===== config.mk =====
export PLATFORM = sky130hd
export DESIGN_NAME = tbd_detector
export DESIGN_NICKNAME = d
export VERILOG_FILES = /design/src/tbd_pkg.sv /design/src/tbd_divider.sv /design/src/tbd_isqrt.sv /design/src/tbd_detector.sv
export SDC_FILE = /design/constraint.sdc
export NUM_CORES = 2
export LEC_CHECK = 0
export ABC_AREA = 0
export ABC_CLOCK_PERIOD_IN_PS = 20900
export BUFFER_PORTS_ARGS = -buffer_cell sky130_fd_sc_hd__buf_4
export CELL_PAD_IN_SITES_DETAIL_PLACEMENT = 1
export CELL_PAD_IN_SITES_GLOBAL_PLACEMENT = 1
export CORE_ASPECT_RATIO = 0.9
export CORE_MARGIN = 3
export CORE_UTILIZATION = 33
export CTS_CLUSTER_SIZE = 12
export DETAILED_ROUTE_END_ITERATION = 12
export PLACE_DENSITY = 0.64
export SLEW_MARGIN = 20
export SYNTH_ARGS = -nofsm -noshare
export SYNTH_HDL_FRONTEND = slang
export SYNTH_SLANG_ARGS = --single-unit

===== constraint.sdc =====
create_clock -name clk_sys_i -period 20.9 [get_ports clk_sys_i]
set_input_delay 2.09 -clock clk_sys_i [delete_from_list [all_inputs] [get_ports clk_sys_i]]
set_output_delay 2.09 -clock clk_sys_i [all_outputs]
set_load 0.1 [all_outputs]

===== src/tbd_pkg.sv =====
// Shared types and constants for the trace bucket detector.
// Summary of operation
// - Sample mode outputs the bucket midpoint sample.
// - Trace points configurable from 1 to 40001.
// - Positive peak outputs bucket maximum.
// - Negative peak outputs bucket minimum.
// - Normal mode: rose and fell means noise.
// - Even noise bucket: output minimum, remember maximum.
// - Odd noise bucket: output larger of maxima.
// - One-direction bucket always outputs its maximum.
// - Average mode combines every bucket sample.
// - Averaging type selects power, voltage or log.
// - Power: rms of samples, power over impedance.
// - Voltage: mean of linear envelope samples.
// - Log: mean of decibel-scaled samples.
// - Bucket length is sweep over points minus one.
package tbd_pkg;

	localparam int unsigned TBD_SAMPLE_W      = 16;
	localparam int unsigned TBD_POINT_W       = 16;
	localparam int unsigned TBD_CNT_W         = 16;
	localparam int unsigned TBD_ACC_W         = 2 * TBD_SAMPLE_W + TBD_CNT_W;
	localparam int unsigned TBD_MAX_POINTS    = 40001;
	localparam int unsigned TBD_MIN_POINTS    = 1;
	localparam logic [TBD_CNT_W-1:0] TBD_IMPEDANCE_OHM = 16'h0032;
	localparam logic [TBD_SAMPLE_W-1:0] TBD_LOWEST_AMP = 16'h0000;
	localparam logic [TBD_POINT_W-1:0] TBD_FIRST_BUCKET = 16'h0001;

	typedef enum logic [2:0]
	{
		TBD_DET_SAMPLE  = 3'h0,
		TBD_DET_POS     = 3'h1,
		TBD_DET_NEG     = 3'h2,
		TBD_DET_NORMAL  = 3'h3,
		TBD_DET_AVERAGE = 3'h4
	} tbd_det_mode_t;

	typedef enum logic [1:0]
	{
		TBD_AVG_POWER   = 2'h0,
		TBD_AVG_VOLTAGE = 2'h1,
		TBD_AVG_LOG     = 2'h2
	} tbd_avg_type_t;

	typedef struct packed
	{
		logic [TBD_SAMPLE_W-1:0] lin;
		logic [TBD_SAMPLE_W-1:0] db;
	} tbd_sample_t;

	typedef struct packed
	{
		tbd_det_mode_t          mode;
		tbd_avg_type_t          avg_type;
		logic [TBD_POINT_W-1:0] points;
		logic [TBD_CNT_W-1:0]   bucket_len;
	} tbd_cfg_t;

	typedef struct packed
	{
		logic [TBD_POINT_W-1:0]    index;
		logic [TBD_SAMPLE_W-1:0]   value;
		logic [2*TBD_SAMPLE_W-1:0] power;
	} tbd_result_t;

endpackage


===== src/tbd_divider.sv =====
// Sequential restoring divider, one quotient bit per clock.
`timescale 1ns/10ps
module tbd_divider #(
	parameter int unsigned NUM_W = 48,
	parameter int unsigned DEN_W = 16
) (
	input  wire logic             clk_sys_i,
	input  wire logic             arst_n_i,
	input  wire logic             start_i,
	input  wire logic [NUM_W-1:0] num_i,
	input  wire logic [DEN_W-1:0] den_i,
	output logic                  done_o,
	output logic      [NUM_W-1:0] quo_o
);
	initial
	begin
		if (NUM_W < 2 || DEN_W < 1 || NUM_W > 255)
			$error("tbd_divider: unsupported widths");
	end

	logic [DEN_W:0]   rem_r,  rem_nxt;
	logic [NUM_W-1:0] quo_r,  quo_nxt;
	logic [DEN_W-1:0] den_r,  den_nxt;
	logic [7:0]       cnt_r,  cnt_nxt;
	logic             busy_r, busy_nxt;
	logic             done_r, done_nxt;

	always_comb
	begin
		logic [DEN_W:0] shifted;
		shifted  = {rem_r[DEN_W-1:0], quo_r[NUM_W-1]};
		rem_nxt  = rem_r;
		quo_nxt  = quo_r;
		den_nxt  = den_r;
		cnt_nxt  = cnt_r;
		busy_nxt = busy_r;
		done_nxt = 1'b0;
		if (start_i)
		begin
			rem_nxt  = '0;
			quo_nxt  = num_i;
			den_nxt  = den_i;
			cnt_nxt  = 8'h00;
			busy_nxt = 1'b1;
		end
		else if (busy_r)
		begin
			if (shifted >= {1'b0, den_r})
			begin
				rem_nxt = shifted - {1'b0, den_r};
				quo_nxt = {quo_r[NUM_W-2:0], 1'b1};
			end
			else
			begin
				rem_nxt = shifted;
				quo_nxt = {quo_r[NUM_W-2:0], 1'b0};
			end
			cnt_nxt = cnt_r + 8'h01;
			if (cnt_r == 8'(NUM_W - 1))
			begin
				busy_nxt = 1'b0;
				done_nxt = 1'b1;
			end
		end
	end

	always_ff @(posedge clk_sys_i or negedge arst_n_i)
	begin
		if (!arst_n_i)
		begin
			rem_r  <= '0;
			quo_r  <= '0;
			den_r  <= '0;
			cnt_r  <= 8'h00;
			busy_r <= 1'b0;
			done_r <= 1'b0;
		end
		else
		begin
			rem_r  <= rem_nxt;
			quo_r  <= quo_nxt;
			den_r  <= den_nxt;
			cnt_r  <= cnt_nxt;
			busy_r <= busy_nxt;
			done_r <= done_nxt;
		end
	end

	assign done_o = done_r;
	assign quo_o  = quo_r;
endmodule


===== src/tbd_isqrt.sv =====
// Sequential integer square root, one root bit per clock.
`timescale 1ns/10ps
module tbd_isqrt #(
	parameter int unsigned ROOT_W = 16
) (
	input  wire logic                clk_sys_i,
	input  wire logic                arst_n_i,
	input  wire logic                start_i,
	input  wire logic [2*ROOT_W-1:0] rad_i,
	output logic                     done_o,
	output logic      [ROOT_W-1:0]   root_o
);
	initial
	begin
		if (ROOT_W < 2 || ROOT_W > 127)
			$error("tbd_isqrt: unsupported width");
	end

	logic [2*ROOT_W-1:0] rad_r,  rad_nxt;
	logic [ROOT_W+1:0]   rem_r,  rem_nxt;
	logic [ROOT_W-1:0]   root_r, root_nxt;
	logic [7:0]          cnt_r,  cnt_nxt;
	logic                busy_r, busy_nxt;
	logic                done_r, done_nxt;

	always_comb
	begin
		logic [ROOT_W+1:0] acc;
		logic [ROOT_W+1:0] trial;
		acc      = {rem_r[ROOT_W-1:0], rad_r[2*ROOT_W-1 -: 2]};
		trial    = {root_r, 2'b01};
		rad_nxt  = rad_r;
		rem_nxt  = rem_r;
		root_nxt = root_r;
		cnt_nxt  = cnt_r;
		busy_nxt = busy_r;
		done_nxt = 1'b0;
		if (start_i)
		begin
			rad_nxt  = rad_i;
			rem_nxt  = '0;
			root_nxt = '0;
			cnt_nxt  = 8'h00;
			busy_nxt = 1'b1;
		end
		else if (busy_r)
		begin
			rad_nxt = {rad_r[2*ROOT_W-3:0], 2'b00};
			if (acc >= trial)
			begin
				rem_nxt  = acc - trial;
				root_nxt = {root_r[ROOT_W-2:0], 1'b1};
			end
			else
			begin
				rem_nxt  = acc;
				root_nxt = {root_r[ROOT_W-2:0], 1'b0};
			end
			cnt_nxt = cnt_r + 8'h01;
			if (cnt_r == 8'(ROOT_W - 1))
			begin
				busy_nxt = 1'b0;
				done_nxt = 1'b1;
			end
		end
	end

	always_ff @(posedge clk_sys_i or negedge arst_n_i)
	begin
		if (!arst_n_i)
		begin
			rad_r  <= '0;
			rem_r  <= '0;
			root_r <= '0;
			cnt_r  <= 8'h00;
			busy_r <= 1'b0;
			done_r <= 1'b0;
		end
		else
		begin
			rad_r  <= rad_nxt;
			rem_r  <= rem_nxt;
			root_r <= root_nxt;
			cnt_r  <= cnt_nxt;
			busy_r <= busy_nxt;
			done_r <= done_nxt;
		end
	end

	assign done_o = done_r;
	assign root_o = root_r;
endmodule


===== src/tbd_detector.sv =====
// Trace bucket detector: reduces envelope samples to one result per trace point.
`timescale 1ns/10ps
module tbd_detector #(
	parameter int unsigned MAX_POINTS = 40001
) (
	input  wire logic                 clk_sys_i,
	input  wire logic                 arst_n_i,
	input  wire logic                 sweep_start_i,
	input  wire tbd_pkg::tbd_cfg_t    cfg_i,
	input  wire logic                 smp_valid_i,
	input  wire tbd_pkg::tbd_sample_t smp_i,
	output logic                      smp_ready_o,
	output logic                      res_valid_o,
	output tbd_pkg::tbd_result_t      res_o,
	output logic                      sweep_done_o,
	output logic                      sweeping_o
);
	import tbd_pkg::*;

	initial
	begin
		if (MAX_POINTS < TBD_MIN_POINTS || MAX_POINTS > TBD_MAX_POINTS)
			$error("tbd_detector: MAX_POINTS out of range");
	end

	typedef enum logic [4:0]
	{
		ST_IDLE = 5'b00001,
		ST_RUN  = 5'b00010,
		ST_MEAN = 5'b00100,
		ST_ROOT = 5'b01000,
		ST_PWR  = 5'b10000
	} tbd_state_t;

	localparam logic [TBD_POINT_W-1:0] MAX_PTS = TBD_POINT_W'(MAX_POINTS);

	tbd_state_t                 state_r,     state_nxt;
	tbd_cfg_t                   cfg_r,       cfg_nxt;
	logic [TBD_POINT_W-1:0]     points_r,    points_nxt;
	logic [TBD_POINT_W-1:0]     bkt_r,       bkt_nxt;
	logic [TBD_CNT_W-1:0]       cnt_r,       cnt_nxt;
	logic [TBD_SAMPLE_W-1:0]    max_r,       max_nxt;
	logic [TBD_SAMPLE_W-1:0]    min_r,       min_nxt;
	logic [TBD_SAMPLE_W-1:0]    prev_r,      prev_nxt;
	logic [TBD_SAMPLE_W-1:0]    mid_r,       mid_nxt;
	logic [TBD_SAMPLE_W-1:0]    stored_r,    stored_nxt;
	logic [TBD_SAMPLE_W-1:0]    rms_r,       rms_nxt;
	logic                       rose_r,      rose_nxt;
	logic                       fell_r,      fell_nxt;
	logic [TBD_ACC_W-1:0]       acc_r,       acc_nxt;
	logic [2*TBD_SAMPLE_W-1:0]  mean_r,      mean_nxt;
	tbd_result_t                res_r,       res_nxt;
	logic                       res_valid_r, res_valid_nxt;
	logic                       ready_r,     ready_nxt;
	logic                       done_r,      done_nxt;
	logic                       sweeping_r,  sweeping_nxt;
	logic                       div_start;
	logic [TBD_ACC_W-1:0]       div_num;
	logic [TBD_CNT_W-1:0]       div_den;
	logic                       div_done;
	logic [TBD_ACC_W-1:0]       div_quo;
	logic                       sqrt_start;
	logic                       sqrt_done;
	logic [TBD_SAMPLE_W-1:0]    sqrt_root;

	tbd_divider #(
		.NUM_W (TBD_ACC_W),
		.DEN_W (TBD_CNT_W)
	) u_div (
		.clk_sys_i (clk_sys_i),
		.arst_n_i  (arst_n_i),
		.start_i   (div_start),
		.num_i     (div_num),
		.den_i     (div_den),
		.done_o    (div_done),
		.quo_o     (div_quo)
	);

	tbd_isqrt #(
		.ROOT_W (TBD_SAMPLE_W)
	) u_sqrt (
		.clk_sys_i (clk_sys_i),
		.arst_n_i  (arst_n_i),
		.start_i   (sqrt_start),
		.rad_i     (mean_nxt),
		.done_o    (sqrt_done),
		.root_o    (sqrt_root)
	);

	always_comb
	begin
		logic [TBD_CNT_W-1:0]      blen;
		logic                      is_avg;
		logic                      is_pwr;
		logic [TBD_SAMPLE_W-1:0]   v;
		logic                      take;
		logic                      first;
		logic                      last;
		logic                      noise;
		logic [TBD_SAMPLE_W-1:0]   max_c;
		logic [TBD_SAMPLE_W-1:0]   min_c;
		logic [TBD_SAMPLE_W-1:0]   mid_c;
		logic [TBD_ACC_W-1:0]      term;
		logic [TBD_ACC_W-1:0]      acc_c;
		logic [2*TBD_SAMPLE_W-1:0] sq;
		logic                      emit;
		logic [TBD_SAMPLE_W-1:0]   emit_val;
		logic [2*TBD_SAMPLE_W-1:0] emit_pwr;
		blen     = (cfg_r.bucket_len == '0) ? TBD_CNT_W'(1) : cfg_r.bucket_len;
		is_avg   = (cfg_r.mode == TBD_DET_AVERAGE);
		is_pwr   = is_avg && (cfg_r.avg_type == TBD_AVG_POWER);
		// Log averaging works on the decibel-scaled sample, all else on linear volts.
		v        = (is_avg && cfg_r.avg_type == TBD_AVG_LOG) ? smp_i.db : smp_i.lin;
		take     = (state_r == ST_RUN) && smp_valid_i && ready_r;
		first    = (cnt_r == '0);
		last     = (cnt_r == blen - TBD_CNT_W'(1));
		max_c    = (first || v > max_r) ? v : max_r;
		min_c    = (first || v < min_r) ? v : min_r;
		mid_c    = (cnt_r == (blen >> 1)) ? v : mid_r;
		sq       = v * v;
		term     = is_pwr ? TBD_ACC_W'(sq) : TBD_ACC_W'(v);
		acc_c    = first ? term : acc_r + term;
		noise    = (rose_r || (!first && v > prev_r)) && (fell_r || (!first && v < prev_r));
		emit     = 1'b0;
		emit_val = TBD_LOWEST_AMP;
		emit_pwr = '0;
		div_start  = 1'b0;
		div_num    = acc_c;
		div_den    = blen;
		sqrt_start = 1'b0;

		state_nxt     = state_r;
		cfg_nxt       = cfg_r;
		points_nxt    = points_r;
		bkt_nxt       = bkt_r;
		cnt_nxt       = cnt_r;
		max_nxt       = max_r;
		min_nxt       = min_r;
		prev_nxt      = prev_r;
		mid_nxt       = mid_r;
		stored_nxt    = stored_r;
		rms_nxt       = rms_r;
		rose_nxt      = rose_r;
		fell_nxt      = fell_r;
		acc_nxt       = acc_r;
		mean_nxt      = mean_r;
		res_nxt       = res_r;
		res_valid_nxt = 1'b0;
		done_nxt      = 1'b0;

		case (state_r)
			ST_RUN:
			begin
				if (take)
				begin
					max_nxt  = max_c;
					min_nxt  = min_c;
					mid_nxt  = mid_c;
					acc_nxt  = acc_c;
					prev_nxt = v;
					rose_nxt = !first && (rose_r || v > prev_r);
					fell_nxt = !first && (fell_r || v < prev_r);
					cnt_nxt  = last ? '0 : cnt_r + TBD_CNT_W'(1);
					if (last && is_avg)
					begin
						// Average modes stall the source while the arithmetic runs.
						div_start = 1'b1;
						state_nxt = ST_MEAN;
					end
					else if (last)
					begin
						emit = 1'b1;
						case (cfg_r.mode)
							TBD_DET_SAMPLE:
								emit_val = mid_c;
							TBD_DET_POS:
								emit_val = max_c;
							TBD_DET_NEG:
								emit_val = min_c;
							default:
							begin
								if (noise && bkt_r[0])
									emit_val = (max_c > stored_r) ? max_c : stored_r;
								else if (noise)
									emit_val = min_c;
								else
									emit_val = max_c;
								// Only an even noise bucket hands its peak on to the next one.
								stored_nxt = (noise && !bkt_r[0]) ? max_c : TBD_LOWEST_AMP;
							end
						endcase
					end
				end
			end
			ST_MEAN:
			begin
				if (div_done && is_pwr)
				begin
					mean_nxt   = div_quo[2*TBD_SAMPLE_W-1:0];
					sqrt_start = 1'b1;
					state_nxt  = ST_ROOT;
				end
				else if (div_done)
				begin
					emit     = 1'b1;
					emit_val = div_quo[TBD_SAMPLE_W-1:0];
				end
			end
			ST_ROOT:
			begin
				if (sqrt_done)
				begin
					rms_nxt   = sqrt_root;
					div_start = 1'b1;
					div_num   = TBD_ACC_W'(mean_r);
					div_den   = TBD_IMPEDANCE_OHM;
					state_nxt = ST_PWR;
				end
			end
			ST_PWR:
			begin
				if (div_done)
				begin
					emit     = 1'b1;
					emit_val = rms_r;
					emit_pwr = div_quo[2*TBD_SAMPLE_W-1:0];
				end
			end
			default:
				state_nxt = ST_IDLE;
		endcase

		if (emit)
		begin
			res_nxt       = '{index: bkt_r, value: emit_val, power: emit_pwr};
			res_valid_nxt = 1'b1;
			if (bkt_r >= points_r)
			begin
				state_nxt = ST_IDLE;
				done_nxt  = 1'b1;
			end
			else
			begin
				bkt_nxt   = bkt_r + TBD_POINT_W'(1);
				state_nxt = ST_RUN;
			end
		end

		// A restart abandons any bucket in progress, including pending arithmetic.
		if (sweep_start_i)
		begin
			cfg_nxt       = cfg_i;
			points_nxt    = (cfg_i.points == '0) ? TBD_POINT_W'(TBD_MIN_POINTS)
			                : (cfg_i.points > MAX_PTS) ? MAX_PTS : cfg_i.points;
			bkt_nxt       = TBD_FIRST_BUCKET;
			stored_nxt    = TBD_LOWEST_AMP;
			cnt_nxt       = '0;
			rose_nxt      = 1'b0;
			fell_nxt      = 1'b0;
			// A dropped result must not disturb the value held on the result port.
			res_nxt       = res_r;
			res_valid_nxt = 1'b0;
			done_nxt      = 1'b0;
			state_nxt     = ST_RUN;
		end
		ready_nxt = (state_nxt == ST_RUN);
		sweeping_nxt = (state_nxt != ST_IDLE);
	end

	always_ff @(posedge clk_sys_i or negedge arst_n_i)
	begin
		if (!arst_n_i)
		begin
			state_r     <= ST_IDLE;
			cfg_r       <= '{mode: TBD_DET_SAMPLE, avg_type: TBD_AVG_POWER, points: '0, bucket_len: '0};
			points_r    <= TBD_POINT_W'(TBD_MIN_POINTS);
			bkt_r       <= TBD_FIRST_BUCKET;
			cnt_r       <= '0;
			max_r       <= TBD_LOWEST_AMP;
			min_r       <= TBD_LOWEST_AMP;
			prev_r      <= TBD_LOWEST_AMP;
			mid_r       <= TBD_LOWEST_AMP;
			stored_r    <= TBD_LOWEST_AMP;
			rms_r       <= TBD_LOWEST_AMP;
			rose_r      <= 1'b0;
			fell_r      <= 1'b0;
			acc_r       <= '0;
			mean_r      <= '0;
			res_r       <= '0;
			res_valid_r <= 1'b0;
			ready_r     <= 1'b0;
			done_r      <= 1'b0;
			sweeping_r  <= 1'b0;
		end
		else
		begin
			state_r     <= state_nxt;
			cfg_r       <= cfg_nxt;
			points_r    <= points_nxt;
			bkt_r       <= bkt_nxt;
			cnt_r       <= cnt_nxt;
			max_r       <= max_nxt;
			min_r       <= min_nxt;
			prev_r      <= prev_nxt;
			mid_r       <= mid_nxt;
			stored_r    <= stored_nxt;
			rms_r       <= rms_nxt;
			rose_r      <= rose_nxt;
			fell_r      <= fell_nxt;
			acc_r       <= acc_nxt;
			mean_r      <= mean_nxt;
			res_r       <= res_nxt;
			res_valid_r <= res_valid_nxt;
			ready_r     <= ready_nxt;
			done_r      <= done_nxt;
			sweeping_r  <= sweeping_nxt;
		end
	end

	assign smp_ready_o  = ready_r;
	assign res_valid_o  = res_valid_r;
	assign res_o        = res_r;
	assign sweep_done_o = done_r;
	assign sweeping_o   = sweeping_r;
endmodule


==> impl_metrics.yaml <==
sta:
  fmax_mhz: 83.9
  finClkSkew_ns: 0.0354
  hold_viol_final: 0
  drv_slew: 0
  setup_viol: 0
  timing.final.crit_share: 0.570
  slew_headroom: 0.337
  tns_ns: 0
  rsz0062_at_grt: "no"
  finalCriticalPeriod_ns: 11.91
  worst_slew_pin_slew_ns: 0.995
  worst_hold_slack_ns: 0.466
synthesis:
  synth_nets: 4510
  netlist_instances: 4025
  synth_area_leader_cell: "dfrtp_1"
  synth-warning-count: 0
  ys_ff_latch: 484
  synth.distinct_cells: 88
  synth.top_cells.by_count: "553 x nand2_1, 481 x dfrtp_1, 408 x inv_1, 335 x nor2_1, 304 x o21ai_0"
  synth_edf_count: 0
  synth_most_common_cell: "nand2_1"
  seq_area_frac_synth: 0.342
  synth_area_leaders: "dfrtp_1 34%, fa_1 9.2%, ha_1 8.8%"
  synthArstFlopShare: 1.00
  synth_top_flop_cell: "dfrtp_1"
  syn_area_mm2: 0.0354
  avgSynthCellArea_um2: 8.79
  synth_top_area_frac: 0.340
min_path:
  min_path_type: "reg2reg"
clocking:
  htreeDepth: 2
  post_cts_buffers: 0
  cts.sinks: 484
  tritoncts: "done"
  clk_path_buf_depth: 3
  cts_made_buffers: 58
  clock_latency_ns: 0.66
  cts_hold_buf: 0
  clk_pin_slew_ns: 0.06
  cts_resized: 0
  cts_root_buffer: "clkbuf_16"
power_and_ir_drop:
  cellPowerDensity_mw_per_mm2: 128
  leakage_uw: 0.0191
  irDropWorstVdd_mv: 0.134
run:
  maxCapViolCount: 0
routing:
  num_vias: 29158
  drt_iter0_drc: 1663
  drc: 0
  totalWireLength_mm: 115
  via_per_inst: 5.31
  wire_per_inst_um: 21.0
  firstDrtPassIters: 5
  final_antenna_net_count: 0
cells_and_area:
  fin_nets: 4544
  drive_gt1_frac: 0.0976
  areaGrowthSynthToFinish_pct: 12.8
  final.fill_count: 12414
placement:
  dp_hpwl_mm: 84.0
  routabilityCongestion: 0.858
  port_buffers: 140
global_route:
  grt_pass1_wl_mm: 183
  grt_max_degree: 142
  grt_usage: 0.209
  antenna_found_initial: 2
  grt_pass1_vias: 30744
  overflow: 0
die:
  coreArea_mm2: 0.106
  ios: 141
  initial_utilization: 0.334
  die_h_um: 317
  die_area_mm2: 0.111
  rows: 113
  die_w_um: 351
setup_path:
  end_kind: "register"
  crit_arrival_ns: 12.45
  cp.required_ns: 21.43
  cp_max_fo: 23
  slowest_stage: "inv_1"
  path_class: "reg2reg"
  worst_path_largest_cell_delay_ns: 0.76
  startpoint_type: "register"
outcome:
  outcome: "complete, no violations"
[final cells by class]
| cell class | instances | area (um2) | share of cell area |
|---|---|---|---|
| Timing Repair Buffer | 195 | 1490 | 0.0373 |
| Tap cell | 1380 | 1730 | 0.0433 |
| Clock inverter | 26 | 380 | 0.00954 |
| Clock buffer | 84 | 1690 | 0.0423 |
| Sequential cell | 484 | 12100 | 0.304 |
| Multi-Input combinational cell | 2907 | 20900 | 0.525 |
| Antenna cell | 1 | 2.50 | 0.0000627 |
| Inverter | 413 | 1550 | 0.0389 |
[cell families after synthesis]
group	after synthesis	share of synthesized area
fa+ha+maj	412	0.180
flops	484	0.342
simple gates	1234	0.154
compound gates	914	0.161
buf+inv	634	0.0686
xor+xnor	169	0.0418
mux	178	0.0516
[path summary, 6_finish.rpt]
| kind | slack, ns | to | depth (start not counted) | start |
|---|---|---|---|---|
| worst min register to register | 0.47 | res_o[10] | 2 | res_o[10] |
| worst min-delay path | 0.47 | res_o[10] | 2 | res_o[10] |
| max in group asynchronous | 17.38 | u_sqrt.rem_r[14] | 3 | arst_n_i |
| min in group asynchronous | 1.47 | points_r[3] | 1 | arst_n_i |
| worst max-delay path | 8.99 | acc_r[41] | 34 | cfg_r[36] |
| worst max register to register | 8.99 | acc_r[41] | 34 | cfg_r[36] |
[power breakdown]
part	internal [uW]	leakage [uW]	switching, uW
Clock	662	0.00102	440
Combinational	1130	0.0118	1710
Sequential	1040	0.00625	127
[routing by layer]
layer  track usage  part of all wire  wire length (um)
met5             0                 0                 0
met4        0.0430             0.020              2320
met3        0.0225             0.033              3840
met2         0.341              0.46             52500
met1         0.300              0.49             56300
[placed cells by master (no fill, tap or decap), types with 14 or more instances in the layout]
cell and instances:
nand4_1 41, a22oi_1 33, o211ai_1 25, a21oi_1 197, nor2_1 330, o221ai_1 16, nand2_1 552, o22ai_1 32
fa_1 163, o31ai_1 17, a31oi_1 32, a22o_1 15, inv_1 408, nand3_1 101, nand2b_1 17, nor2b_1 18
a2bb2oi_1 14, clkbuf_8 14, or3_1 14, nor3_1 46, o21a_1 20, xnor2_1 87, and3_1 26, a21o_1 54
o21ai_0 304, buf_4 192, a211oi_1 17, ha_1 249, o21ai_1 26, clkbuf_16 58, dfrtp_1 479, xor2_1 82
nor4_1 17, mux2i_1 138, mux2_2 36, o2111ai_1 14
[worst max-delay path: cells and delay by family (launching register included)]
kind | cells | cell delay (ns)
AND/OR/NAND/NOR | 9 | 2.55
XOR/XNOR | 2 | 0.34
buffers and inverters | 5 | 0.95
flip-flops | 1 | 0.66
AO/OA/AOI/OAI | 10 | 3.64
adder cells (fa/ha/maj) | 8 | 3.63
[metrics by stage]
step,instances,total power (uW),utilization,setup WS [ns],cell area [um2]
global placement,5379,4000,0.357,8.56,37800
detailed placement,5379,4030,0.357,8.30,37800
finish,5490,5100,0.377,8.99,39900
CTS,5489,5180,0.377,8.84,39900
global route,5489,5580,0.377,8.22,39900
floorplan,4025,3220,-,10.38,35400
[state kept, by name (all words and copies together) (netlist names), 16 cells and up]
register,cells
u_sqrt.root_o,16
u_div.quo_o,48
mid_r,16
bkt_r,16
cnt_r,16
u_div.den_r,16
rms_r,16
u_sqrt.rem_r,16
points_r,16
min_r,16
prev_r,16
stored_r,16
u_div.rem_r,16
cfg_r,21
max_r,16
acc_r,48
res_o,64
u_sqrt.rad_r,32
mean_r,32
Note: power is estimated with default switching activity, not from simulation.
